[src/logic/fspc_map.vh]
// Register map, field positions, reset values and codes of the flash
// sequencer control block. Definitions only; included by fspc_ctrl.v.
`ifndef FSPC_MAP_VH
`define FSPC_MAP_VH

// Register byte addresses on the CPU data bus
`define FSPC_ADDR_FREQ 20'hf00be
`define FSPC_ADDR_MODE 20'hf00c0
`define FSPC_ADDR_CMD 20'hf00c1
`define FSPC_ADDR_ERR 20'hf00c6
`define FSPC_ADDR_END 20'hf00c7

// Reset values
`define FSPC_RST_FREQ 5'h00
`define FSPC_RST_MODE 8'h08
`define FSPC_RST_CMD 8'h00
`define FSPC_RST_STAT 8'h00

// Mode register fields
`define FSPC_MODE_AREA 5
`define FSPC_MODE_DIS 3
`define FSPC_MODE_SPM 1
`define FSPC_MODE_MASK 8'h2a

// Frequency register field
`define FSPC_FREQ_MSB 4

// Command register fields
`define FSPC_CMD_START 7
`define FSPC_CMD_MSB 2

// Status register fields
`define FSPC_END_BIT 6
`define FSPC_SEQ_ERR_BIT 4
`define FSPC_WR_ERR_BIT 1
`define FSPC_ER_ERR_BIT 0

// Command codes
`define FSPC_OP_NONE 3'h0
`define FSPC_OP_WRITE 3'h1
`define FSPC_OP_ERASE 3'h4

// Erase block sizes in bytes, one bit wider than the operands
`define FSPC_BLK_CODE 14'h0400
`define FSPC_BLK_DATA 14'h0200

`endif

[src/logic/fspc_ctrl.v]
// Control and status logic of the flash self-programming sequencer.
// Assumes the CPU bus, the operand registers and the flash array all run
// on clk_sys; operands come from neighbouring registers as plain inputs.
`timescale 1ns/1ps
`default_nettype none
`include "fspc_map.vh"

////////////////////////////////////////////////////////////////////////
module fspc_ctrl (
  // Clock and reset
  input wire clk_sys,
  input wire nrst,
  // CPU byte access
  input wire [19:0] cpu_addr,
  input wire cpu_wr,
  input wire cpu_rd,
  input wire [7:0] cpu_wdata,
  output reg [7:0] cpu_rdata,
  output reg cpu_wait,
  // Operands from the address and write buffer registers
  input wire [12:0] start_addr,
  input wire [12:0] end_addr,
  input wire [31:0] write_data,
  // Flash array side
  output reg flash_req,
  output reg flash_erase,
  output reg flash_area,
  output reg [12:0] flash_addr,
  output reg [31:0] flash_wdata,
  output reg [4:0] frequency_code,
  output reg self_program_mode,
  output reg program_erase_disable,
  input wire flash_done,
  input wire flash_fail
);

////////////////////////////////////////////////////////////////////////
// State encoding
localparam [1:0] ST_IDLE = 2'h0;
localparam [1:0] ST_ISSUE = 2'h1;
localparam [1:0] ST_BUSY = 2'h2;
localparam [1:0] ST_DONE = 2'h3;

reg [1:0] state_reg;
reg [7:0] mode_reg;
reg start_reg;
reg [2:0] command_code_reg;
reg sequencer_end_flag_reg;
reg sequencer_error_flag_reg;
reg write_error_flag_reg;
reg erase_error_flag_reg;
reg [12:0] end_addr_reg;

////////////////////////////////////////////////////////////////////////
// Decode
wire wr_freq = cpu_wr && (cpu_addr == `FSPC_ADDR_FREQ);
wire wr_mode = cpu_wr && (cpu_addr == `FSPC_ADDR_MODE);
wire wr_cmd = cpu_wr && (cpu_addr == `FSPC_ADDR_CMD);
wire wr_start = wr_cmd && cpu_wdata[`FSPC_CMD_START];
wire wr_stop = wr_cmd && !cpu_wdata[`FSPC_CMD_START];
wire [2:0] new_code = cpu_wdata[`FSPC_CMD_MSB:0];
// Starts only count from idle with the end flag clear
wire activate = wr_start && (state_reg == ST_IDLE) &&
  !sequencer_end_flag_reg;
wire area_now = mode_reg[`FSPC_MODE_AREA];
wire refused = mode_reg[`FSPC_MODE_DIS] ||
  !mode_reg[`FSPC_MODE_SPM];
wire code_ok = (new_code == `FSPC_OP_WRITE) ||
  (new_code == `FSPC_OP_ERASE);
// Next erase block, checked for overflow and for the end operand
wire [13:0] blk_step = flash_area ? `FSPC_BLK_DATA :
  `FSPC_BLK_CODE;
wire [13:0] next_blk = {1'b0, flash_addr} + blk_step;
wire more_blk = flash_erase && !next_blk[13] &&
  (next_blk[12:0] <= end_addr_reg);
wire finish = (state_reg == ST_BUSY) && flash_done &&
  (flash_fail || !more_blk);

////////////////////////////////////////////////////////////////////////
// Configuration registers
always @(posedge clk_sys or negedge nrst) begin
  if (!nrst) begin
    mode_reg <= `FSPC_RST_MODE;
    frequency_code <= `FSPC_RST_FREQ;
    self_program_mode <= 1'b0;
    program_erase_disable <= 1'b1;
  end else begin
    if (wr_mode) begin
      mode_reg <= cpu_wdata & `FSPC_MODE_MASK;
      self_program_mode <= cpu_wdata[`FSPC_MODE_SPM];
      program_erase_disable <= cpu_wdata[`FSPC_MODE_DIS];
    end
    if (wr_freq) begin
      frequency_code <= cpu_wdata[`FSPC_FREQ_MSB:0];
    end
  end
end

////////////////////////////////////////////////////////////////////////
// Command register
always @(posedge clk_sys or negedge nrst) begin
  if (!nrst) begin
    start_reg <= 1'b0;
    command_code_reg <= `FSPC_OP_NONE;
  end else if (wr_stop) begin
    start_reg <= 1'b0;
    command_code_reg <= new_code;
  end else if (activate) begin
    start_reg <= 1'b1;
    command_code_reg <= new_code;
  end
end

////////////////////////////////////////////////////////////////////////
// Sequencer
always @(posedge clk_sys or negedge nrst) begin
  if (!nrst) begin
    state_reg <= ST_IDLE;
    cpu_wait <= 1'b0;
    flash_req <= 1'b0;
    flash_erase <= 1'b0;
    flash_area <= 1'b0;
    flash_addr <= 13'h0000;
    flash_wdata <= 32'h00000000;
    end_addr_reg <= 13'h0000;
  end else if (wr_stop) begin
    state_reg <= ST_IDLE;
    cpu_wait <= 1'b0;
    flash_req <= 1'b0;
  end else begin
    case (state_reg)
      ST_IDLE: begin
        if (activate) begin
          // Area, write data and end operand are frozen for the whole command
          flash_area <= area_now;
          flash_addr <= start_addr;
          flash_wdata <= write_data;
          end_addr_reg <= end_addr;
          flash_erase <= (new_code == `FSPC_OP_ERASE);
          if (refused || !code_ok) begin
            state_reg <= ST_DONE;
          end else begin
            state_reg <= ST_ISSUE;
            cpu_wait <= 1'b1;
          end
        end
      end
      ST_ISSUE: begin
        flash_req <= 1'b1;
        state_reg <= ST_BUSY;
      end
      ST_BUSY: begin
        flash_req <= 1'b0;
        if (flash_done) begin
          if (finish) begin
            state_reg <= ST_DONE;
            cpu_wait <= 1'b0;
          end else begin
            flash_addr <= next_blk[12:0];
            state_reg <= ST_ISSUE;
          end
        end
      end
      ST_DONE: begin
        state_reg <= ST_DONE;
      end
      default: begin
        state_reg <= ST_IDLE;
      end
    endcase
  end
end

////////////////////////////////////////////////////////////////////////
// Status flags
wire set_end = finish || (activate && (refused || !code_ok));
wire fail_now = (finish && flash_fail) ||
  (activate && (refused || !code_ok) && (new_code != `FSPC_OP_NONE));
wire fail_wr = fail_now && (activate ?
  (new_code == `FSPC_OP_WRITE) : !flash_erase);
wire fail_er = fail_now && (activate ?
  (new_code == `FSPC_OP_ERASE) : flash_erase);

always @(posedge clk_sys or negedge nrst) begin
  if (!nrst) begin
    sequencer_end_flag_reg <= 1'b0;
    sequencer_error_flag_reg <= 1'b0;
    write_error_flag_reg <= 1'b0;
    erase_error_flag_reg <= 1'b0;
  end else begin
    // Set wins over a stop in the same cycle
    if (set_end) begin
      sequencer_end_flag_reg <= 1'b1;
    end else if (wr_stop) begin
      sequencer_end_flag_reg <= 1'b0;
    end
    if (fail_now) begin
      sequencer_error_flag_reg <= 1'b1;
    end else if (activate) begin
      sequencer_error_flag_reg <= 1'b0;
    end
    if (fail_wr) begin
      write_error_flag_reg <= 1'b1;
    end else if (activate) begin
      write_error_flag_reg <= 1'b0;
    end
    if (fail_er) begin
      erase_error_flag_reg <= 1'b1;
    end else if (activate) begin
      erase_error_flag_reg <= 1'b0;
    end
  end
end

////////////////////////////////////////////////////////////////////////
// Read data, registered; unmapped addresses read zero
reg [7:0] rd_next;
always @* begin
  rd_next = 8'h00;
  case (cpu_addr)
    `FSPC_ADDR_FREQ: rd_next = {3'h0, frequency_code};
    `FSPC_ADDR_MODE: rd_next = mode_reg;
    `FSPC_ADDR_CMD: rd_next = {start_reg, 4'h0, command_code_reg};
    `FSPC_ADDR_ERR: begin
      rd_next[`FSPC_SEQ_ERR_BIT] = sequencer_error_flag_reg;
      rd_next[`FSPC_WR_ERR_BIT] = write_error_flag_reg;
      rd_next[`FSPC_ER_ERR_BIT] = erase_error_flag_reg;
    end
    `FSPC_ADDR_END: rd_next[`FSPC_END_BIT] = sequencer_end_flag_reg;
    default: rd_next = 8'h00;
  endcase
end

always @(posedge clk_sys or negedge nrst) begin
  if (!nrst) begin
    cpu_rdata <= `FSPC_RST_STAT;
  end else if (cpu_rd) begin
    cpu_rdata <= rd_next;
  end
end

endmodule // fspc_ctrl
`default_nettype wire

[config.mk]
export PLATFORM = sky130hd
export DESIGN_NAME = fspc_ctrl
export DESIGN_NICKNAME = d
export VERILOG_FILES = /design/src/logic/fspc_ctrl.v
export VERILOG_INCLUDE_DIRS = /design/src /design/src/logic
export SDC_FILE = /design/constraint.sdc
export NUM_CORES = 1
export LEC_CHECK = 0
export BUFFER_PORTS_ARGS = -buffer_cell sky130_fd_sc_hd__buf_2
export CAP_MARGIN = 30
export CORE_ASPECT_RATIO = 0.6
export CORE_MARGIN = 2
export CORE_UTILIZATION = 55
export CTS_BUF_LIST = sky130_fd_sc_hd__clkbuf_4
export DETAILED_ROUTE_END_ITERATION = 8
export PLACE_DENSITY = 0.88
export SLEW_MARGIN = 20
export SYNTH_ARGS = -nofsm -noshare
export SYNTH_HDL_FRONTEND = slang
export SYNTH_SLANG_ARGS = --single-unit
[constraint.sdc]
create_clock -name clk_sys -period 6.75 [get_ports clk_sys]
set_input_delay 0.675 -clock clk_sys [delete_from_list [all_inputs] [get_ports clk_sys]]
set_output_delay 0.675 -clock clk_sys [all_outputs]
set_load 0.02 [all_outputs]
==> out/qor.yml, run 1 <==
grt_pass1_wl_um: 16600
power_density_nw_per_um2: 210
syn2layout_area_growth_pct: 24.4
die_y_um: 71.2
fin_skew_ps: 8.79
wl_um: 10400
postCtsHoldBufs: 0
grt_pass1_vias: 3572
dr_wl_met2_um: 4770
reg2reg_slack_ps: 3270
met1_length_um: 4430
ys_types: 48
relSlewSlack_pct: 39.9
final_common_cell: "buf_2"
globalplace.congestion: 0.904
drv_slew: 0
ys.flop_type: "dfrtp_1"
max_freq_ghz: 0.287
numCtsBuffers: 9
crit_top_cell: "ha_1"
largest_reg_flops: 32
drc: 0
synth-seq-area-share_pct: 53.2
wl_met3_um: 1040
tns_ps: 0
cts_tree: "yes"
num_antenna_cells: 0
drt_iter0_markers: 238
finalSetupViolations: 0
nets: 697
synth_fp_nets: 546
cellLeakagePower_uw: 0.00292
fin_crit_ps: 3480
ff2ff_path_depth: 11
outcome: "finished clean"
wl_per_cell_um: 14.9
hp-class: "primary input to asynchronous set/reset pin"
die_x_um: 116
routed_via_density: 5.20
worst_pin_slew_ps: 894
drive_gt1_share_pct: 33.5
grt_max_degree: 72
crit_slowest_cell: "dfrtp_1"
crit_arrival_ps: 3810
core_area_sq_um: 7270
postCtsResizedCells: 0
yosys_warnings: 0
max_cap_viol_count: 0
syn_inst: 438
h-tree-depth: 3
hold_viol_final: 0
post-cts-setup-buffer-count: 0
clkTransAtPathRegs_ps: 130
final_cell_mix: "153 x buf_2, 150 x nand2_1, 87 x dfrtp_1, 25 x o21ai_0"
synth-edff-count: 0
antenna_found_initial: 0
overflow: 0
io_buffers: 154
worstSetupPathType: "register to register"
ys_ff_latch: 88
start_util_pct: 57.0
grt_usage_pct: 26.2
syn_area_sq_um: 4140
total_power_uw: 1080
vdd_drop_max_uv: 127
die_area_sq_um: 8270
clockRootBuffer: "clkbuf_4"
vias: 3629
ioPinCount: 156
crit_path_end_kind: "register"
worstReg2RegEnd: "flash_addr[11]$_DFFE_PN0P_"
crit_fanout: 4
cts_buffer_depth: 2
path_cells: "ha_1 -> inv_1 -> fa_1 -> xnor2_1 -> ha_1 -> a21oi_1 -> nand2_1 -> a2111oi_0 -> a31oi_1 -> a211o_1 -> mux2_1"
async_flop_share_pct: 100
cp-startpoint: "flash_area$_DFFE_PN0P_"
fillers: 555
cpPeakStageDelay_ps: 450
worstPathRequired_ps: 7080
top_layer: "met4"
clk_latency_ps: 440
period_share_pct: 51.6
worstReg2RegStart: "flash_area$_DFFE_PN0P_"
first_pass_iters: 4
ant_nets: 0
clock-sinks: 88
rsz0062_at_grt: "false"
syn_area_per_cell_sq_um: 9.46
startpoint_type: "register"
crit_end: "flash_addr[11]$_DFFE_PN0P_"
dp_hpwl_um: 7880
row_count: 24
## area by class of cell
class                           instances  area (sq um)  area share [%]
Multi-Input combinational cell        312          1800            34.9
Clock buffer                            9          67.6            1.31
Inverter                               22          82.6            1.60
Sequential cell                        88          2200            42.8
Clock inverter                          7          62.6            1.21
Tap cell                              104           130            2.52
Timing Repair Buffer                  156           808            15.7
## layer usage
metal	GRT usage (%)	up-vias
met1	33.6	1681
met3	9.73	18
met2	42.0	176
met4	8.47	0
met5	0	-
li1	-	1754
## cells in the mapped netlist, drive strengths merged (2+ instances only)
| master | number | share of area [%] |
|---|---|---|
| a31oi | 4 | 0.60 |
| a21oi | 10 | 1.2 |
| dfrtp | 87 | 53 |
| and4 | 2 | 0.42 |
| or2 | 2 | 0.30 |
| nor3 | 6 | 0.72 |
| nor4b | 3 | 1.5 |
| nor2 | 22 | 2.0 |
| nand3 | 7 | 0.97 |
| xnor2 | 3 | 0.63 |
| o31ai | 2 | 0.69 |
| mux2i | 2 | 0.48 |
| nand2 | 151 | 14 |
| inv | 22 | 2.0 |
| nand4 | 4 | 0.60 |
| nor2b | 4 | 0.60 |
| o21ai | 26 | 3.2 |
| or4 | 2 | 0.45 |
| nand2b | 3 | 0.45 |
| mux2 | 18 | 4.9 |
| ha | 15 | 4.5 |
| nand3b | 2 | 0.36 |
| nor4 | 4 | 0.75 |
| a21o | 4 | 0.72 |
| a22oi | 4 | 0.72 |
| clkbuf | 15 | 1.4 |
## critical path: cells and delay by family, from the launching register on
| family | cells | cell delay [ps] |
|---|---|---|
| xor+xnor | 1 | 220 |
| compound gates | 4 | 1300 |
| buf+inv | 1 | 60 |
| mux | 1 | 340 |
| flops | 1 | 450 |
| simple gates | 1 | 90 |
| fa+ha+maj | 3 | 920 |
## logic make-up (layout without fill, tap and decap cells)
| kind of cell | Yosys count | after routing | synth area share (%) |
|---|---|---|---|
| DFF | 88 | 88 | 53.2 |
| adders and majority gates | 16 | 16 | 5.01 |
| and+or+nand+nor | 217 | 217 | 23.8 |
| muxes | 20 | 20 | 5.37 |
| AOI/OAI and AO/OA | 56 | 56 | 8.36 |
| buffers and inverters | 38 | 194 | 3.62 |
| xor gates and xnor gates | 3 | 3 | 0.634 |
## how the worst min path moves through the flow
stage | start | to | cells past startpoint
final | nrst | end_addr_reg[9]$_DFFE_PN0P_ | 1
after detailed placement | flash_wdata[13]$_DFFE_PN0P_ | flash_wdata[13]$_DFFE_PN0P_ | 2
after CTS | nrst | command_code_reg[0]$_DFFE_PN0P_ | 1
after floorplan | nrst | command_code_reg[0]$_DFFE_PN0P_ | 0
after global placement | flash_wdata[13]$_DFFE_PN0P_ | flash_wdata[13]$_DFFE_PN0P_ | 2
after global routing | nrst | state_reg[0]$_DFFE_PN0P_ | 1
## power breakdown
part | switching [uW] | leakage (uW) | internal (uW) | total, uW
logic | 121 | 0.00175 | 97.1 | 218
registers | 25.2 | 0.00111 | 552 | 577
clock network | 176 | 0.0000668 | 109 | 286
## metrics by stage
stage	hold WS (ps)	utilization, %	instance area [sq um]	worst slack, ps	cells
floorplan	379	-	4140	3630	438
global placement	445	68.8	5000	3440	681
detailed placement	450	69.1	5020	3300	682
CTS	211	70.9	5150	3270	698
global route	219	70.9	5150	2990	698
finish	219	70.9	5150	3270	698
No activity file was read; power rests on OpenSTA's default activity.
==> run 2: changes to the inputs <==
--- a/config.mk
+++ b/config.mk
@@ -10,10 +10,10 @@
 export CAP_MARGIN = 30
 export CORE_ASPECT_RATIO = 0.6
 export CORE_MARGIN = 2
-export CORE_UTILIZATION = 55
+export CORE_UTILIZATION = 51
 export CTS_BUF_LIST = sky130_fd_sc_hd__clkbuf_4
 export DETAILED_ROUTE_END_ITERATION = 8
-export PLACE_DENSITY = 0.88
+export PLACE_DENSITY = 0.83
 export SLEW_MARGIN = 20
 export SYNTH_ARGS = -nofsm -noshare
 export SYNTH_HDL_FRONTEND = slang
==> constraint.sdc (replaced) <==
create_clock -name clk_sys -period 3.29 [get_ports clk_sys]
set_input_delay 0.329 -clock clk_sys [delete_from_list [all_inputs] [get_ports clk_sys]]
set_output_delay 0.329 -clock clk_sys [all_outputs]
set_load 0.02 [all_outputs]
==> run 2 against run 1 <==
Against the previous run:
- sequential cell count is the same
- critical endpoint unchanged
- combinational power grew 120%
- critical path type unchanged
- utilization shrank 5.0 points
- sequential share of layout area shrank 0.38 points
- clock skew grew 8.3 ps
==> out/qor.yml, run 2 (synthesized netlist as in run 1, its figures left out) <==
outcome: "finished clean"
cts_buffer_depth: 2  # unchanged
h-tree-depth: 3  # unchanged
final_common_cell: "buf_2"
hold_viol_final: 0  # unchanged
register_area_sq_um: 2200  # unchanged
ant_nets: 0  # unchanged
finalSetupViolations: 0  # unchanged
crit_slowest_cell: "dfrtp_1"
overflow: 0  # unchanged
power_density_nw_per_um2: 419  # +100%
vdd_drop_max_uv: 282  # +120%
routed_via_density: 5.10  # -1.8%
max_freq_ghz: 0.321  # +12%
numCtsBuffers: 9  # unchanged
worstReg2RegEnd: "flash_addr[11]$_DFFE_PN0P_"
crit_path_end_kind: "register"
worst_pin_slew_ps: 716  # -178 ps
cts_tree: "yes"
vias: 3609  # -0.55%
multi_input_area_sq_um: 1810  # +0.63%
clk_latency_ps: 430  # about the same
final_cell_mix: "153 x buf_2, 150 x nand2_1, 87 x dfrtp_1, 25 x o21ai_0"
fin_skew_ps: 17.1  # +8.30 ps
cellLeakagePower_uw: 0.00296  # +1.1%
ff2ff_path_depth: 11  # unchanged
relSlewSlack_pct: 51.8  # +12 points
ioPinCount: 156  # unchanged
wl_um: 10300  # -0.61%
timing.final.ws_setup_ps: 178  # -3090 ps
cp-startpoint: "flash_addr[9]$_DFFE_PN0P_"
grt_pass1_wl_um: 16700  # +0.62%
fillers: 682  # +23%
die_y_um: 73.8  # +3.6%
start_util_pct: 52.6  # -4.5 points
drt_iter0_markers: 185  # -22%
wl_per_cell_um: 14.6  # -1.9%
hp-class: "primary input to register"
drv_slew: 0  # unchanged
io_buffers: 154  # unchanged
drive_gt1_share_pct: 34.2  # +0.72 points
core_area_sq_um: 7880  # +8.5%
nets: 702  # +0.72%
placed_cells: 686  # +0.59%
cpPeakStageDelay_ps: 390  # -60 ps
crit_fanout: 4  # unchanged
num_antenna_cells: 0  # unchanged
row_count: 25  # +4.2%
clock-sinks: 88  # unchanged
rsz0062_at_grt: "false"
antenna_found_initial: 0  # unchanged
drc: 0  # unchanged
crit_arrival_ps: 3440  # -370 ps
die_area_sq_um: 8890  # +7.5%
crit_top_cell: "ha_1"
die_x_um: 120  # +3.7%
reg2reg_slack_ps: 180  # -3090 ps
period_share_pct: 94.6  # +43 points
crit_cells: 11  # unchanged
crit_end: "flash_addr[11]$_DFFE_PN0P_"
startpoint_type: "register"
dp_hpwl_um: 7780  # -1.3%
path_cells: "ha_1 -> inv_1 -> fa_2 -> xnor2_2 -> ha_1 -> a21oi_1 -> nand2_1 -> a2111oi_1 -> a31oi_1 -> a211o_1 -> mux2_1"
final_cells: 707  # +1.3%
globalplace.congestion: 0.896  # -0.91%
path_buf_inv: 1  # unchanged
clockRootBuffer: "clkbuf_4"
first_pass_iters: 4  # unchanged
grt_max_degree: 72  # unchanged
fin_crit_ps: 3110  # -370 ps
worstSetupPathType: "register to register"
syn2layout_area_growth_pct: 25.5
grt_usage_pct: 24.4  # -1.8 points
clkTransAtPathRegs_ps: 140  # about the same
worstPathRequired_ps: 3620  # -3460 ps
grt_pass1_vias: 3487  # -2.4%
max_cap_viol_count: 0  # unchanged
place_ws_ps: -107  # -3410 ps
largest_reg_flops: 32  # unchanged
worstReg2RegStart: "flash_addr[9]$_DFFE_PN0P_"
path_delay_family: "compound AO/OA/AOI/OAI gates"
==> run 2: layout make-up <==
class | count | area share (%)
clock buffers | 10 | 1.44
clock inverters | 6 | 0.674
inverters | 22 | 1.59
multi-input cells | 312 | 34.8
flip-flops and latches | 88 | 42.4
well taps | 108 | 2.60
repair buffers | 161 | 16.5
==> run 2: how the worst min path moves through the flow <==
stage	depth (start not counted)	slack, ps	startpoint	to
3_5_place_dp	1	350	nrst	flash_addr[9]$_DFFE_PN0P_
6_report	3	80	start_addr[3]	flash_addr[3]$_DFFE_PN0P_
5_1_grt	3	50	start_addr[3]	flash_addr[3]$_DFFE_PN0P_
3_3_place_gp	2	450	flash_wdata[16]$_DFFE_PN0P_	flash_wdata[16]$_DFFE_PN0P_
2_1_floorplan	0	30	nrst	command_code_reg[0]$_DFFE_PN0P_
4_1_cts	3	50	write_data[23]	flash_wdata[23]$_DFFE_PN0P_
==> run 2: worst min-delay path, stage by stage <==
cell	delay (ps)
buf_2	70
nand2_1	40
nand2_1	50
==> run 2: metrics by stage <==
stage               area [sq um]  setup TNS [ps]  power (uW)  util [%]  hold WS [ps]
global placement            5010               0        1620      63.6           447
floorplan                   4140               0        1460         -          33.4
global route                5200               0        2300      66.0          47.0
detailed placement          5040            -216        1650      64.0           353
CTS                         5180               0        2180      65.7          52.3
finish                      5200               0        2180      66.0          77.8
==> run 2: per-layer routing <==
| layer | track usage (%) | vias to the layer above | wire (um) |
|---|---|---|---|
| li1 | - | 1763 | - |
| met1 | 31.6 | 1682 | 4530 |
| met2 | 39.2 | 154 | 4710 |
| met3 | 9.01 | 10 | 1020 |
| met4 | 6.59 | 0 | 89 |
| met5 | 0 | - | 0 |
==> run 2: timing repair <==
item | in CTS | in global routing
endpoints found under the hold margin | 39 | 0
hold buffers | 1 | 0
gates resized for setup | 0 | 3
setup endpoints to repair | 3 | 4
pin swaps | 1 | 3
setup buffers | 2 | 1
==> run 2: power breakdown <==
group          internal, uW  leakage, uW  total, uW  switching, uW
Clock                   161    0.0000656        519            358
Combinational           217      0.00178        472            255
Sequential             1130      0.00111       1190           55.2
